--- config.mk ---
export PLATFORM = sky130hd
export DESIGN_NAME = rts_top
export DESIGN_NICKNAME = d
export VERILOG_FILES = /design/src/hw/rts_pulse_meas.v /design/src/hw/rts_time_add.v /design/src/hw/rts_top.v
export VERILOG_INCLUDE_DIRS = /design/src /design/src/hw
export SDC_FILE = /design/constraint.sdc
export NUM_CORES = 1
export LEC_CHECK = 0
export ABC_AREA = 0
export BUFFER_PORTS_ARGS = -buffer_cell sky130_fd_sc_hd__buf_2
export CORE_ASPECT_RATIO = 1.75
export CORE_MARGIN = 2
export CORE_UTILIZATION = 45
export CTS_BUF_LIST = sky130_fd_sc_hd__clkbuf_4 sky130_fd_sc_hd__clkbuf_8
export DETAILED_ROUTE_END_ITERATION = 7
export GPL_ROUTABILITY_DRIVEN = 0
export PLACE_DENSITY = 0.67
export SLEW_MARGIN = 5
export SYNTH_ARGS = -nofsm -noshare
export SYNTH_HDL_FRONTEND = slang
export SYNTH_SLANG_ARGS = --single-unit
--- constraint.sdc ---
create_clock -name core_clk -period 22.1 [get_ports core_clk]
set_input_delay 1.105 -clock core_clk [delete_from_list [all_inputs] [get_ports core_clk]]
set_output_delay 1.105 -clock core_clk [all_outputs]
set_load 0.03 [all_outputs]
--- src/hw/rts_map.vh ---
// register offsets, field positions, reset values and timing figures
// assumes includers sit in the same folder; definitions only
`ifndef RTS_MAP_VH
`define RTS_MAP_VH
`define RTS_OFS_CTRL 16'h0000
`define RTS_OFS_STATUS 16'h0004
`define RTS_OFS_VERSION 16'h000C
`define RTS_OFS_CORR 16'h0010
`define RTS_OFS_AIR 16'h0020
`define RTS_OFS_POS 16'h0030
`define RTS_CTRL_EN_BIT 0
`define RTS_STAT_ERR_BIT 0
`define RTS_COR_SIGN_BIT 31
`define RTS_AIR_W 30
`define RTS_POS_W 6
`define RTS_RST_WORD 32'h0000_0000
`define RTS_RST_POS 6'h00
`define RTS_LAST_POS 6'h3B
`define RTS_PRE_LAST_POS 6'h3A
`define RTS_RANGE_SPAN 32'h0000_FFFF
`define RTS_RESP_OKAY 2'h0
`define RTS_RESP_DECERR 2'h3
`define RTS_NS_PER_SEC 32'h3B9A_CA00
`define RTS_NS_PER_MS 32'h000F_4240
`define RTS_SIM_MS_CYC 32'h0000_0064
`define RTS_MS_W 12
`define RTS_MIN_PULSE_MS 12'h003C
`define RTS_ONE_MS 12'h0096
`define RTS_GAP_MS 12'h05DC
`define RTS_MS_MAX 12'hFFF
`endif

--- src/hw/rts_pulse_meas.v ---
// measures radio pulse widths and gaps in milliseconds
// assumes pulse_in is synchronous to clk and ms_tick is a one-cycle enable
`timescale 1ns/1ns
`include "rts_map.vh"
module rts_pulse_meas #(
   parameter pulse_filter_on = 1
) (
   input wire clk,
   input wire rst,
   input wire ms_tick,
   input wire run,
   input wire pulse_in,
   output reg rise_evt,
   output reg sym_end,
   output reg sym_one,
   output reg gap_evt
);
   localparam [`RTS_MS_W-1:0] MIN_MS = pulse_filter_on ? `RTS_MIN_PULSE_MS : 12'h000;
   reg in_d_reg;
   reg [`RTS_MS_W-1:0] hi_ms_reg;
   reg [`RTS_MS_W-1:0] lo_ms_reg;
   reg gap_done_reg;
   wire rise = pulse_in & ~in_d_reg;
   wire fall = ~pulse_in & in_d_reg;
   wire keep = hi_ms_reg >= MIN_MS;
   always @(posedge clk or posedge rst) begin
      if (rst) begin
         in_d_reg <= 1'b0;
         hi_ms_reg <= 12'h000;
         lo_ms_reg <= 12'h000;
         gap_done_reg <= 1'b0;
         rise_evt <= 1'b0;
         sym_end <= 1'b0;
         sym_one <= 1'b0;
         gap_evt <= 1'b0;
      end else if (!run) begin
         in_d_reg <= pulse_in;
         hi_ms_reg <= 12'h000;
         lo_ms_reg <= 12'h000;
         gap_done_reg <= 1'b0;
         rise_evt <= 1'b0;
         sym_end <= 1'b0;
         gap_evt <= 1'b0;
      end else begin
         in_d_reg <= pulse_in;
         rise_evt <= rise;
         sym_end <= fall & keep;
         gap_evt <= 1'b0;
         if (fall & keep) begin
            sym_one <= hi_ms_reg >= `RTS_ONE_MS;
            lo_ms_reg <= 12'h000;
            gap_done_reg <= 1'b0;
         end
         if (rise)
            hi_ms_reg <= 12'h000;
         else if (pulse_in & ms_tick & (hi_ms_reg != `RTS_MS_MAX))
            hi_ms_reg <= hi_ms_reg + 12'h001;
         // short glitches are dropped, so the gap count runs across them
         if (~pulse_in & ms_tick & ~(fall & keep)) begin
            if (lo_ms_reg != `RTS_MS_MAX)
               lo_ms_reg <= lo_ms_reg + 12'h001;
            if ((lo_ms_reg >= `RTS_GAP_MS) & ~gap_done_reg) begin
               gap_evt <= 1'b1;
               gap_done_reg <= 1'b1;
            end
         end
      end
   end
endmodule // rts_pulse_meas

--- src/hw/rts_time_add.v ---
// adds or subtracts a seconds/nanoseconds amount to a positive time
// assumes both nanosecond inputs are below one second
`timescale 1ns/1ns
`include "rts_map.vh"
module rts_time_add (
   input wire [31:0] a_sec,
   input wire [31:0] a_ns,
   input wire [31:0] b_sec,
   input wire [31:0] b_ns,
   input wire b_neg,
   output reg [31:0] sum_sec,
   output reg [31:0] sum_ns
);
   reg [32:0] ns_wide;
   always @* begin
      ns_wide = 33'h0_0000_0000;
      sum_sec = a_sec;
      sum_ns = a_ns;
      if (!b_neg) begin
         ns_wide = {1'b0, a_ns} + {1'b0, b_ns};
         if (ns_wide >= {1'b0, `RTS_NS_PER_SEC}) begin
            sum_ns = ns_wide[31:0] - `RTS_NS_PER_SEC;
            sum_sec = a_sec + b_sec + 32'h0000_0001;
         end else begin
            sum_ns = ns_wide[31:0];
            sum_sec = a_sec + b_sec;
         end
      end else if (a_ns >= b_ns) begin
         sum_ns = a_ns - b_ns;
         sum_sec = a_sec - b_sec;
      end else begin
         // borrow one second; result stays below one second
         sum_ns = a_ns + `RTS_NS_PER_SEC - b_ns;
         sum_sec = a_sec - b_sec - 32'h0000_0001;
      end
   end
endmodule // rts_time_add

--- src/hw/rts_top.v ---
// radio time-code slave top: symbol tracking, register port, time records
// assumes synchronous inputs on core_clk and an AXI4-Lite master
// Notes on behaviour
// - symbol position reads as six low bits, values zero to fifty-nine
// - after position fifty-nine the next symbol is position zero
// - jumping to fifty-nine from anything but fifty-eight is an error
// - a build option picks fixed setup inputs or the register port
// - clock period in ns is a build option, default 20, used for timing
// - with the filter on, pulses under 60 ms are not symbols
// - the register port decodes only between base and top address; outside it answers DECERR
// - time is seconds, nanoseconds, fraction, sign and step marker
// - adjustment carries a time and a 32-bit interval
// - adjustment holds a valid bit; act on it only when set
// - a configured correction is added to the decoded time
// - a status record goes out with its own valid bit
// - pin path delay in ns is a build option and is compensated
// - a build option selects simulation or synthesis behaviour
// - behaviour options are fixed at build time
`timescale 1ns/1ns
`include "rts_map.vh"
module rts_top #(
   parameter use_fixed_setup = 0,
   parameter integer sys_period_ns = 20,
   parameter integer pin_path_delay_ns = 0,
   parameter pulse_filter_on = 1,
   parameter [31:0] reg_base_addr = 32'h0000_0000,
   parameter [31:0] reg_top_addr = 32'h0000_FFFF,
   parameter sim_mode = 0,
   parameter [31:0] version_word = 32'h0001_0000,
   parameter [31:0] adjust_interval_ns = 32'h3B9A_CA00
) (
   input wire core_clk,
   input wire rst,
   input wire [31:0] fixed_corr_sec,
   input wire [31:0] fixed_corr_ns,
   input wire [1:0] fixed_corr_frac,
   input wire fixed_corr_sign,
   input wire fixed_corr_step,
   input wire [15:0] fixed_radio_path_delay,
   input wire fixed_setup_valid,
   output reg [7:0] core_state_info,
   output reg core_state_valid,
   input wire [31:0] clock_time_sec,
   input wire [31:0] clock_time_ns,
   input wire clock_time_valid,
   input wire s_axi_awvalid,
   output reg s_axi_awready,
   input wire [31:0] s_axi_awaddr,
   input wire [2:0] s_axi_awprot,
   input wire s_axi_wvalid,
   output reg s_axi_wready,
   input wire [31:0] s_axi_wdata,
   input wire [3:0] s_axi_wstrb,
   output reg s_axi_bvalid,
   input wire s_axi_bready,
   output reg [1:0] s_axi_bresp,
   input wire s_axi_arvalid,
   output reg s_axi_arready,
   input wire [31:0] s_axi_araddr,
   input wire [2:0] s_axi_arprot,
   output reg s_axi_rvalid,
   input wire s_axi_rready,
   output reg [1:0] s_axi_rresp,
   output reg [31:0] s_axi_rdata,
   input wire pulse_in,
   output reg [31:0] offset_adj_sec,
   output reg [31:0] offset_adj_ns,
   output reg [1:0] offset_adj_frac,
   output reg offset_adj_sign,
   output reg offset_adj_step,
   output reg [31:0] offset_adj_interval,
   output reg offset_adj_valid
);
   ////////////////////////////////////////////////////////////////////////////////
   // build-time figures; nothing here can change at run time
   localparam [31:0] MS_CYC = sim_mode ? `RTS_SIM_MS_CYC : (`RTS_NS_PER_MS / sys_period_ns);
   localparam [31:0] PIN_DLY = pin_path_delay_ns;

   function in_range;
      input [31:0] addr;
      begin
         in_range = (addr >= reg_base_addr) && (addr <= reg_top_addr);
      end
   endfunction

   function [31:0] merge;
      input [31:0] old;
      input [31:0] data;
      input [3:0] strb;
      integer i;
      begin
         merge = old;
         for (i = 0; i < 4; i = i + 1) begin
            if (strb[i])
               merge[i*8 +: 8] = data[i*8 +: 8];
         end
      end
   endfunction

   ////////////////////////////////////////////////////////////////////////////////
   // millisecond enable
   reg [31:0] div_reg;
   reg ms_tick_reg;
   always @(posedge core_clk or posedge rst) begin
      if (rst) begin
         div_reg <= 32'h0000_0000;
         ms_tick_reg <= 1'b0;
      end else if (div_reg >= MS_CYC - 32'h0000_0001) begin
         div_reg <= 32'h0000_0000;
         ms_tick_reg <= 1'b1;
      end else begin
         div_reg <= div_reg + 32'h0000_0001;
         ms_tick_reg <= 1'b0;
      end
   end

   ////////////////////////////////////////////////////////////////////////////////
   // configuration registers and run selection
   reg ctrl_en_reg;
   reg corr_sign_reg;
   reg [30:0] corr_sec_reg;
   reg [`RTS_AIR_W-1:0] air_reg;
   reg err_reg;
   reg [`RTS_POS_W-1:0] pos_reg;

   wire run = use_fixed_setup ? fixed_setup_valid : ctrl_en_reg;
   wire [31:0] air_ns = use_fixed_setup ? {16'h0000, fixed_radio_path_delay} : {2'b00, air_reg};
   wire [31:0] corr_sec = use_fixed_setup ? fixed_corr_sec : {1'b0, corr_sec_reg};
   wire [31:0] corr_ns = use_fixed_setup ? fixed_corr_ns : 32'h0000_0000;
   wire corr_neg = use_fixed_setup ? fixed_corr_sign : corr_sign_reg;
   wire [31:0] total_dly = PIN_DLY + air_ns;

   ////////////////////////////////////////////////////////////////////////////////
   // register port: one write and one read in flight at a time
   wire wr_go = s_axi_awvalid & s_axi_wvalid & ~s_axi_awready & ~s_axi_bvalid;
   wire rd_go = s_axi_arvalid & ~s_axi_arready & ~s_axi_rvalid;
   wire wr_hit = in_range(s_axi_awaddr);
   wire rd_hit = in_range(s_axi_araddr);
   wire [31:0] wr_rel = s_axi_awaddr - reg_base_addr;
   wire [31:0] rd_rel = s_axi_araddr - reg_base_addr;
   wire [15:0] wr_ofs = wr_rel[15:0];
   wire [15:0] rd_ofs = rd_rel[15:0];
   wire wr_ok = wr_go & wr_hit;
   // fixed setup owns the configuration, so port writes to it are dropped
   wire cfg_wr = wr_ok & ~use_fixed_setup;
   wire [31:0] ctrl_word = {31'h0000_0000, ctrl_en_reg};
   wire [31:0] corr_word = {corr_sign_reg, corr_sec_reg};
   wire [31:0] air_word = {2'b00, air_reg};
   wire [31:0] ctrl_wr = merge(ctrl_word, s_axi_wdata, s_axi_wstrb);
   wire [31:0] corr_wr = merge(corr_word, s_axi_wdata, s_axi_wstrb);
   wire [31:0] air_wr = merge(air_word, s_axi_wdata, s_axi_wstrb);

   reg [31:0] rd_word;
   always @* begin
      rd_word = `RTS_RST_WORD;
      case (rd_ofs)
         `RTS_OFS_CTRL: rd_word = ctrl_word;
         `RTS_OFS_STATUS: rd_word = {31'h0000_0000, err_reg};
         `RTS_OFS_VERSION: rd_word = version_word;
         `RTS_OFS_CORR: rd_word = corr_word;
         `RTS_OFS_AIR: rd_word = air_word;
         `RTS_OFS_POS: rd_word = {26'h000_0000, pos_reg};
         default: rd_word = `RTS_RST_WORD;
      endcase
      if (!rd_hit)
         rd_word = `RTS_RST_WORD;
   end

   always @(posedge core_clk or posedge rst) begin
      if (rst) begin
         s_axi_awready <= 1'b0;
         s_axi_wready <= 1'b0;
         s_axi_bvalid <= 1'b0;
         s_axi_bresp <= `RTS_RESP_OKAY;
         s_axi_arready <= 1'b0;
         s_axi_rvalid <= 1'b0;
         s_axi_rresp <= `RTS_RESP_OKAY;
         s_axi_rdata <= `RTS_RST_WORD;
         ctrl_en_reg <= 1'b0;
         corr_sign_reg <= 1'b0;
         corr_sec_reg <= 31'h0000_0000;
         air_reg <= 30'h0000_0000;
      end else begin
         s_axi_awready <= wr_go;
         s_axi_wready <= wr_go;
         if (s_axi_awready) begin
            s_axi_bvalid <= 1'b1;
         end else if (s_axi_bready)
            s_axi_bvalid <= 1'b0;
         if (wr_go)
            s_axi_bresp <= wr_hit ? `RTS_RESP_OKAY : `RTS_RESP_DECERR;
         s_axi_arready <= rd_go;
         if (s_axi_arready) begin
            s_axi_rvalid <= 1'b1;
         end else if (s_axi_rready)
            s_axi_rvalid <= 1'b0;
         if (rd_go) begin
            s_axi_rdata <= rd_word;
            s_axi_rresp <= rd_hit ? `RTS_RESP_OKAY : `RTS_RESP_DECERR;
         end
         if (cfg_wr & (wr_ofs == `RTS_OFS_CTRL))
            ctrl_en_reg <= ctrl_wr[`RTS_CTRL_EN_BIT];
         if (cfg_wr & (wr_ofs == `RTS_OFS_CORR)) begin
            corr_sign_reg <= corr_wr[`RTS_COR_SIGN_BIT];
            corr_sec_reg <= corr_wr[30:0];
         end
         if (cfg_wr & (wr_ofs == `RTS_OFS_AIR))
            air_reg <= air_wr[`RTS_AIR_W-1:0];
      end
   end

   ////////////////////////////////////////////////////////////////////////////////
   // pulse measurement and symbol position
   wire rise_evt;
   wire sym_end;
   wire sym_one;
   wire gap_evt;
   rts_pulse_meas #(
      .pulse_filter_on(pulse_filter_on)
   ) u_meas (
      .clk(core_clk),
      .rst(rst),
      .ms_tick(ms_tick_reg),
      .run(run),
      .pulse_in(pulse_in),
      .rise_evt(rise_evt),
      .sym_end(sym_end),
      .sym_one(),
      .gap_evt(gap_evt)
   );

   // the missing minute-mark pulse shows as a long gap: that is position 59
   wire seq_err = run & gap_evt & (pos_reg != `RTS_PRE_LAST_POS);
   wire err_clr = wr_ok & (wr_ofs == `RTS_OFS_STATUS) & s_axi_wstrb[0] & s_axi_wdata[`RTS_STAT_ERR_BIT];

   always @(posedge core_clk or posedge rst) begin
      if (rst) begin
         pos_reg <= `RTS_RST_POS;
         err_reg <= 1'b0;
      end else begin
         if (!run)
            pos_reg <= `RTS_RST_POS;
         else if (gap_evt)
            pos_reg <= `RTS_LAST_POS;
         else if (sym_end) begin
            if (pos_reg == `RTS_LAST_POS)
               pos_reg <= `RTS_RST_POS;
            else
               pos_reg <= pos_reg + 6'h01;
         end
         // a new error in the clearing cycle keeps the flag set
         if (seq_err)
            err_reg <= 1'b1;
         else if (err_clr)
            err_reg <= 1'b0;
      end
   end

   ////////////////////////////////////////////////////////////////////////////////
   // minute stamp: delay compensated, then corrected
   reg [31:0] stamp_sec_reg;
   reg [31:0] stamp_ns_reg;
   reg stamp_ok_reg;
   wire [31:0] comp_sec;
   wire [31:0] comp_ns;
   wire [31:0] fin_sec;
   wire [31:0] fin_ns;
   rts_time_add u_comp (
      .a_sec(stamp_sec_reg),
      .a_ns(stamp_ns_reg),
      .b_sec(32'h0000_0000),
      .b_ns(total_dly),
      .b_neg(1'b1),
      .sum_sec(comp_sec),
      .sum_ns(comp_ns)
   );
   rts_time_add u_corr (
      .a_sec(comp_sec),
      .a_ns(comp_ns),
      .b_sec(corr_sec),
      .b_ns(corr_ns),
      .b_neg(corr_neg),
      .sum_sec(fin_sec),
      .sum_ns(fin_ns)
   );

   always @(posedge core_clk or posedge rst) begin
      if (rst) begin
         stamp_sec_reg <= 32'h0000_0000;
         stamp_ns_reg <= 32'h0000_0000;
         stamp_ok_reg <= 1'b0;
         offset_adj_sec <= 32'h0000_0000;
         offset_adj_ns <= 32'h0000_0000;
         offset_adj_frac <= 2'h0;
         offset_adj_sign <= 1'b0;
         offset_adj_step <= 1'b0;
         offset_adj_interval <= 32'h0000_0000;
         offset_adj_valid <= 1'b0;
         core_state_info <= 8'h00;
         core_state_valid <= 1'b0;
      end else begin
         // the edge opening symbol zero is taken at position 59
         if (rise_evt & (pos_reg == `RTS_LAST_POS)) begin
            stamp_sec_reg <= clock_time_sec;
            stamp_ns_reg <= clock_time_ns;
            stamp_ok_reg <= clock_time_valid;
         end
         // valid only once the opening symbol is complete and a stamp exists
         offset_adj_valid <= sym_end & (pos_reg == `RTS_LAST_POS) & stamp_ok_reg & run;
         if (sym_end & (pos_reg == `RTS_LAST_POS)) begin
            offset_adj_sec <= fin_sec;
            offset_adj_ns <= fin_ns;
            offset_adj_frac <= 2'h0;
            offset_adj_sign <= 1'b0;
            offset_adj_step <= 1'b0;
            offset_adj_interval <= adjust_interval_ns;
         end
         core_state_info <= {run, err_reg, pos_reg};
         core_state_valid <= 1'b1;
      end
   end
endmodule // rts_top
==> flow_summary.html <==
<table>
<tr><th>Metric</th><th>Value</th></tr>
<tr><th colspan="2">Floorplan</th></tr>
<tr><td>Row count</td><td>108</td></tr>
<tr><td>Full die area</td><td>0.05191 mm^2</td></tr>
<tr><td>Effective utilization at floorplan</td><td>0.4553</td></tr>
<tr><td>Die extent in x</td><td>173.1 um</td></tr>
<tr><td>I/O pins</td><td>415</td></tr>
<tr><td>Core ar.</td><td>0.04946 mm^2</td></tr>
<tr><td>Height of the die</td><td>299.9 um</td></tr>
<tr><th colspan="2">Drt</th></tr>
<tr><td>Drt first-iter violations</td><td>1151</td></tr>
<tr><td>Average wire length per cell after detail routing</td><td>20.02 um</td></tr>
<tr><td>Number of remaining DRC errors</td><td>0</td></tr>
<tr><td>Total routed wirelength</td><td>69370 um</td></tr>
<tr><td>Average via count per standard cell</td><td>5.785</td></tr>
<tr><td>1st-pass router iterations</td><td>5</td></tr>
<tr><td>Count of vias placed by the detailed router</td><td>20050</td></tr>
<tr><td>Antenna Nets Post-Route</td><td>0</td></tr>
<tr><th colspan="2">Logic synthesis</th></tr>
<tr><td>Cell with the most instances after synthesis</td><td>dfrtp_1</td></tr>
<tr><td>Proportion of synthesized chip area in sequential cells</td><td>0.3445</td></tr>
<tr><td>Fraction of post-synthesis cell area in the top cell type by area</td><td>0.3445</td></tr>
<tr><td>Register bit count reported by yosys</td><td>310</td></tr>
<tr><td>Leading cell types by total area after synthesis</td><td>dfrtp_1 34%, ha_1 8.2%, mux2_2 6.7%</td></tr>
<tr><td>Count of yosys warnings during synthesis</td><td>0</td></tr>
<tr><td>XOR/XNOR Fraction of Synth Area</td><td>0.07779</td></tr>
<tr><td>Yosys cell types</td><td>98</td></tr>
<tr><td>Largest family of logic cells by synthesized area</td><td>compound AO/OA/AOI/OAI gates</td></tr>
<tr><td>Instance count of the mapped netlist</td><td>2495</td></tr>
<tr><td>Post-synthesis simple-gate area fraction</td><td>0.1685</td></tr>
<tr><td>Library cell occupying the most area in the post-synthesis netlist</td><td>dfrtp_1</td></tr>
<tr><td>Commonest cells post-synth</td><td>310 x dfrtp_1, 190 x nor2_1, 184 x nand2_1</td></tr>
<tr><td>FFs w/ async S/R, synth</td><td>1.000</td></tr>
<tr><td>Complex-gate fraction of the synthesized area</td><td>0.1713</td></tr>
<tr><td>Post-synthesis instance area</td><td>0.02252 mm^2</td></tr>
<tr><td>Per-instance average area after synthesis</td><td>9.025 um^2</td></tr>
<tr><td>Flip-flop cell with the highest count after synthesis</td><td>dfrtp_1</td></tr>
<tr><td>Number of enable flip-flop cells after synthesis</td><td>0</td></tr>
<tr><td>Multiplexer fraction of the synthesized cell area</td><td>0.07635</td></tr>
<tr><td>Synth Area in Adders</td><td>0.09946</td></tr>
<tr><th colspan="2">Placed design</th></tr>
<tr><td>Quantity of I/O buffers inserted on ports</td><td>300</td></tr>
<tr><td>Estimated wirelength of the detail-placed design</td><td>54250 um</td></tr>
<tr><td>Placed inst area</td><td>0.02443 mm^2</td></tr>
<tr><td>Setup slack at placement</td><td>14.21 ns</td></tr>
<tr><td>Number of cells after detailed placement</td><td>3376</td></tr>
<tr><th colspan="2">Pwr</th></tr>
<tr><td>Max rail drop VDD</td><td>44.95 uV</td></tr>
<tr><td>Power Total</td><td>1.388 mW</td></tr>
<tr><td>Switching share of power</td><td>0.2985</td></tr>
<tr><td>Clock network fraction of design power</td><td>0.400</td></tr>
<tr><td>Total power per unit cell area</td><td>54.35 mW/mm^2</td></tr>
<tr><td>Reg power frac</td><td>0.422</td></tr>
<tr><td>Static leakage power</td><td>11.69 nW</td></tr>
<tr><td>Pint</td><td>973.6 uW</td></tr>
<tr><td>Switching power of the nets</td><td>414.3 uW</td></tr>
<tr><td>Share of power burned in combinational logic</td><td>0.178</td></tr>
<tr><th colspan="2">Job</th></tr>
<tr><td>Number of max-cap violations</td><td>0</td></tr>
<tr><th colspan="2">Clock tree</th></tr>
<tr><td>Number of hold buffers added after CTS</td><td>0</td></tr>
<tr><td>Total of cells resized after clock tree synthesis</td><td>0</td></tr>
<tr><td>Clk Latency, worst-skew pair</td><td>0.65 ns</td></tr>
<tr><td>H-tree depth reported by CTS</td><td>2</td></tr>
<tr><td>CTS tree</td><td>built</td></tr>
<tr><td>Total number of clock tree sinks</td><td>310</td></tr>
<tr><td>CTS Buffer Depth</td><td>3</td></tr>
<tr><td>CTS clk-pin slew, worst paths</td><td>0.07 ns</td></tr>
<tr><td>Count of buffers added by post-CTS timing repair for setup</td><td>0</td></tr>
<tr><td>Library cell used as clock root buffer</td><td>clkbuf_8</td></tr>
<tr><td>CTS buffer count</td><td>47</td></tr>
<tr><th colspan="2">STA</th></tr>
<tr><td>Slew Limit Headroom</td><td>0.2234</td></tr>
<tr><td>Setup TNS</td><td>0 ns</td></tr>
<tr><td>Max-slew violation count</td><td>0</td></tr>
<tr><td>Fin crit share</td><td>0.3649</td></tr>
<tr><td>Worst Clk Skew</td><td>0.02742 ns</td></tr>
<tr><td>Slew @ Worst Pin</td><td>1.153 ns</td></tr>
<tr><td>Max Freq</td><td>124.0 MHz</td></tr>
<tr><td>Setup slack of the critical path after layout</td><td>14.04 ns</td></tr>
<tr><td>WHS</td><td>0.4152 ns</td></tr>
<tr><td>Shortest period the worst path allows</td><td>8.064 ns</td></tr>
<tr><td>Final hold violations</td><td>0</td></tr>
<tr><td>Unrepaired setup endpoints after global routing</td><td>false</td></tr>
<tr><td>Setup-failing EPs final</td><td>0</td></tr>
<tr><th colspan="2">Outcome</th></tr>
<tr><td>Run status</td><td>finished clean</td></tr>
<tr><th colspan="2">Layout</th></tr>
<tr><td>Final Cell Area</td><td>0.02554 mm^2</td></tr>
<tr><td>Post-Layout Cell Count</td><td>3465</td></tr>
<tr><td>Final-stage net count</td><td>3196</td></tr>
<tr><td>Fraction of layout cells with a size suffix above 1</td><td>0.2083</td></tr>
<tr><td>Filler instances</td><td>4751</td></tr>
<tr><td>Layout Utilization</td><td>0.5164</td></tr>
<tr><td>Post-synthesis to final-layout area growth</td><td>13.41%</td></tr>
<tr><th colspan="2">GRT</th></tr>
<tr><td>Antenna violations before repair</td><td>11</td></tr>
<tr><td>All-layer global routing usage</td><td>0.2613</td></tr>
<tr><td>Maximum number of pins on one net before global-route repair</td><td>105</td></tr>
<tr><td>Grt total ovfl</td><td>0</td></tr>
<tr><td>First-pass GRT wire length</td><td>107400 um</td></tr>
<tr><td>Number of global-route vias before repair</td><td>19950</td></tr>
<tr><th colspan="2">Setup path</th></tr>
<tr><td>Largest driver fanout on the critical path</td><td>8</td></tr>
<tr><td>Reg2reg path depth</td><td>25</td></tr>
<tr><td>Kind of critical path</td><td>register to register</td></tr>
<tr><td>Required time of the worst setup path</td><td>22.62 ns</td></tr>
<tr><td>Crit path DAT</td><td>8.59 ns</td></tr>
<tr><td>Nature of the critical path endpoint</td><td>register</td></tr>
<tr><td>Nature of the critical path startpoint</td><td>register</td></tr>
<tr><th colspan="2">Hold path</th></tr>
<tr><td>Depth of the worst hold-timing path</td><td>0</td></tr>
<tr><td>Hold Crit Class</td><td>register to register</td></tr>
</table>
-- routing by layer --
layer	vias to the layer above	GRT usage	part of all wire
li1	9349	-	-
met1	9592	0.2894	0.37
met2	835	0.4554	0.49
met3	256	0.04704	0.064
met4	14	0.1788	0.078
met5	-	0	0.0012
-- worst paths after layout --
kind	from	to	slack [ns]
min reg2reg	err_reg$_DFFE_PP0P_	core_state_info[6]$_DFF_PP0_	0.42
max in group asynchronous	rst	offset_adj_sec[24]$_DFFE_PP0P_	19.06
min in group asynchronous	rst	s_axi_bvalid$_DFFE_PP0P_	0.61
min	err_reg$_DFFE_PP0P_	core_state_info[6]$_DFF_PP0_	0.42
max	stamp_ns_reg[16]$_DFFE_PP0P_	offset_adj_sec[30]$_DFFE_PP0P_	14.04
max reg2reg	stamp_ns_reg[16]$_DFFE_PP0P_	offset_adj_sec[30]$_DFFE_PP0P_	14.04
-- cell type report --
class | count | area, um^2 | share of cell area
diodes | 2 | 5.005 | 0.0001960
clock inverters | 20 | 247.7 | 0.009701
inverters | 181 | 686.9 | 0.02690
well taps | 660 | 825.8 | 0.03234
flip-flops and latches | 310 | 7757 | 0.3038
multi-input cells | 1908 | 13530 | 0.5297
repair buffers | 317 | 1629 | 0.06379
clock buffers | 67 | 859.6 | 0.03366
-- critical path: stages (launching register included) --
cell	delay, ns
dfrtp_1	0.44
ha_1	0.27
fa_1	0.42
a31oi_1	0.22
o221ai_1	0.21
a221oi_1	0.34
o221ai_1	0.28
or2_1	0.33
nor3_2	0.29
nand3_1	0.44
nor3_1	0.32
xor2_1	0.32
ha_1	0.40
inv_1	0.22
a21oi_1	0.12
o311ai_0	0.41
a311oi_1	0.26
o31ai_1	0.35
o21ai_1	0.21
o31a_1	0.32
xnor2_1	0.29
or4b_1	0.46
nand4bb_1	0.34
or2_2	0.36
a221oi_1	0.25
nand2_1	0.08
-- kinds of logic (layout without fill, tap and decap cells) --
family	count (synthesis)	in the layout
buffers and inverters	315	585
AO/OA/AOI/OAI	593	593
AND/OR/NAND/NOR	753	753
XOR/XNOR	200	200
multiplexers	155	155
adder cells (fa/ha/maj)	167	167
flip-flops	310	310
other	2	42
-- placed cells by master, fill, tap and decap left out, types with 12 or more instances in the layout --
cell type  Yosys  routed
a211oi_1      16      16
a21o_1        30      30
a21oi_1      157     157
a22oi_1       32      32
a31oi_1       25      25
and2_1        14      14
and3_1        18      18
buf_2         11     300
buf_4         44      17
clkbuf_8       0      57
conb_1         2      40
dfrtp_1      310     310
fa_1          20      20
ha_1         147     147
inv_1        178     177
mux2_2       133     133
mux2i_1       21      21
nand2_1      184     182
nand2b_1      21      21
nand3_1       52      52
nand4_1       22      22
nor2_1       190     188
nor2b_1       22      22
nor3_1        67      67
nor3b_1       12      12
nor4_1        44      44
o211ai_1      15      15
o21a_1        18      18
o21ai_0      129     127
o21ai_1       16      18
o21bai_1      26      26
o31ai_1       17      17
or2_2         13      13
or3_1         31      31
or4_1         15      15
xnor2_1      113     113
xor2_1        87      87
-- power groups by stage --
stage | Clock (mW) | Combinational (mW) | Sequential (mW)
finish | 0.555 | 0.247 | 0.586
CTS | 0.569 | 0.246 | 0.586
global route | 0.594 | 0.271 | 0.587
global placement | 0 | 0.240 | 0.596
floorplan | 0 | 0.176 | 0.595
detailed placement | 0 | 0.245 | 0.596
No activity file was read; power rests on OpenSTA's default activity.
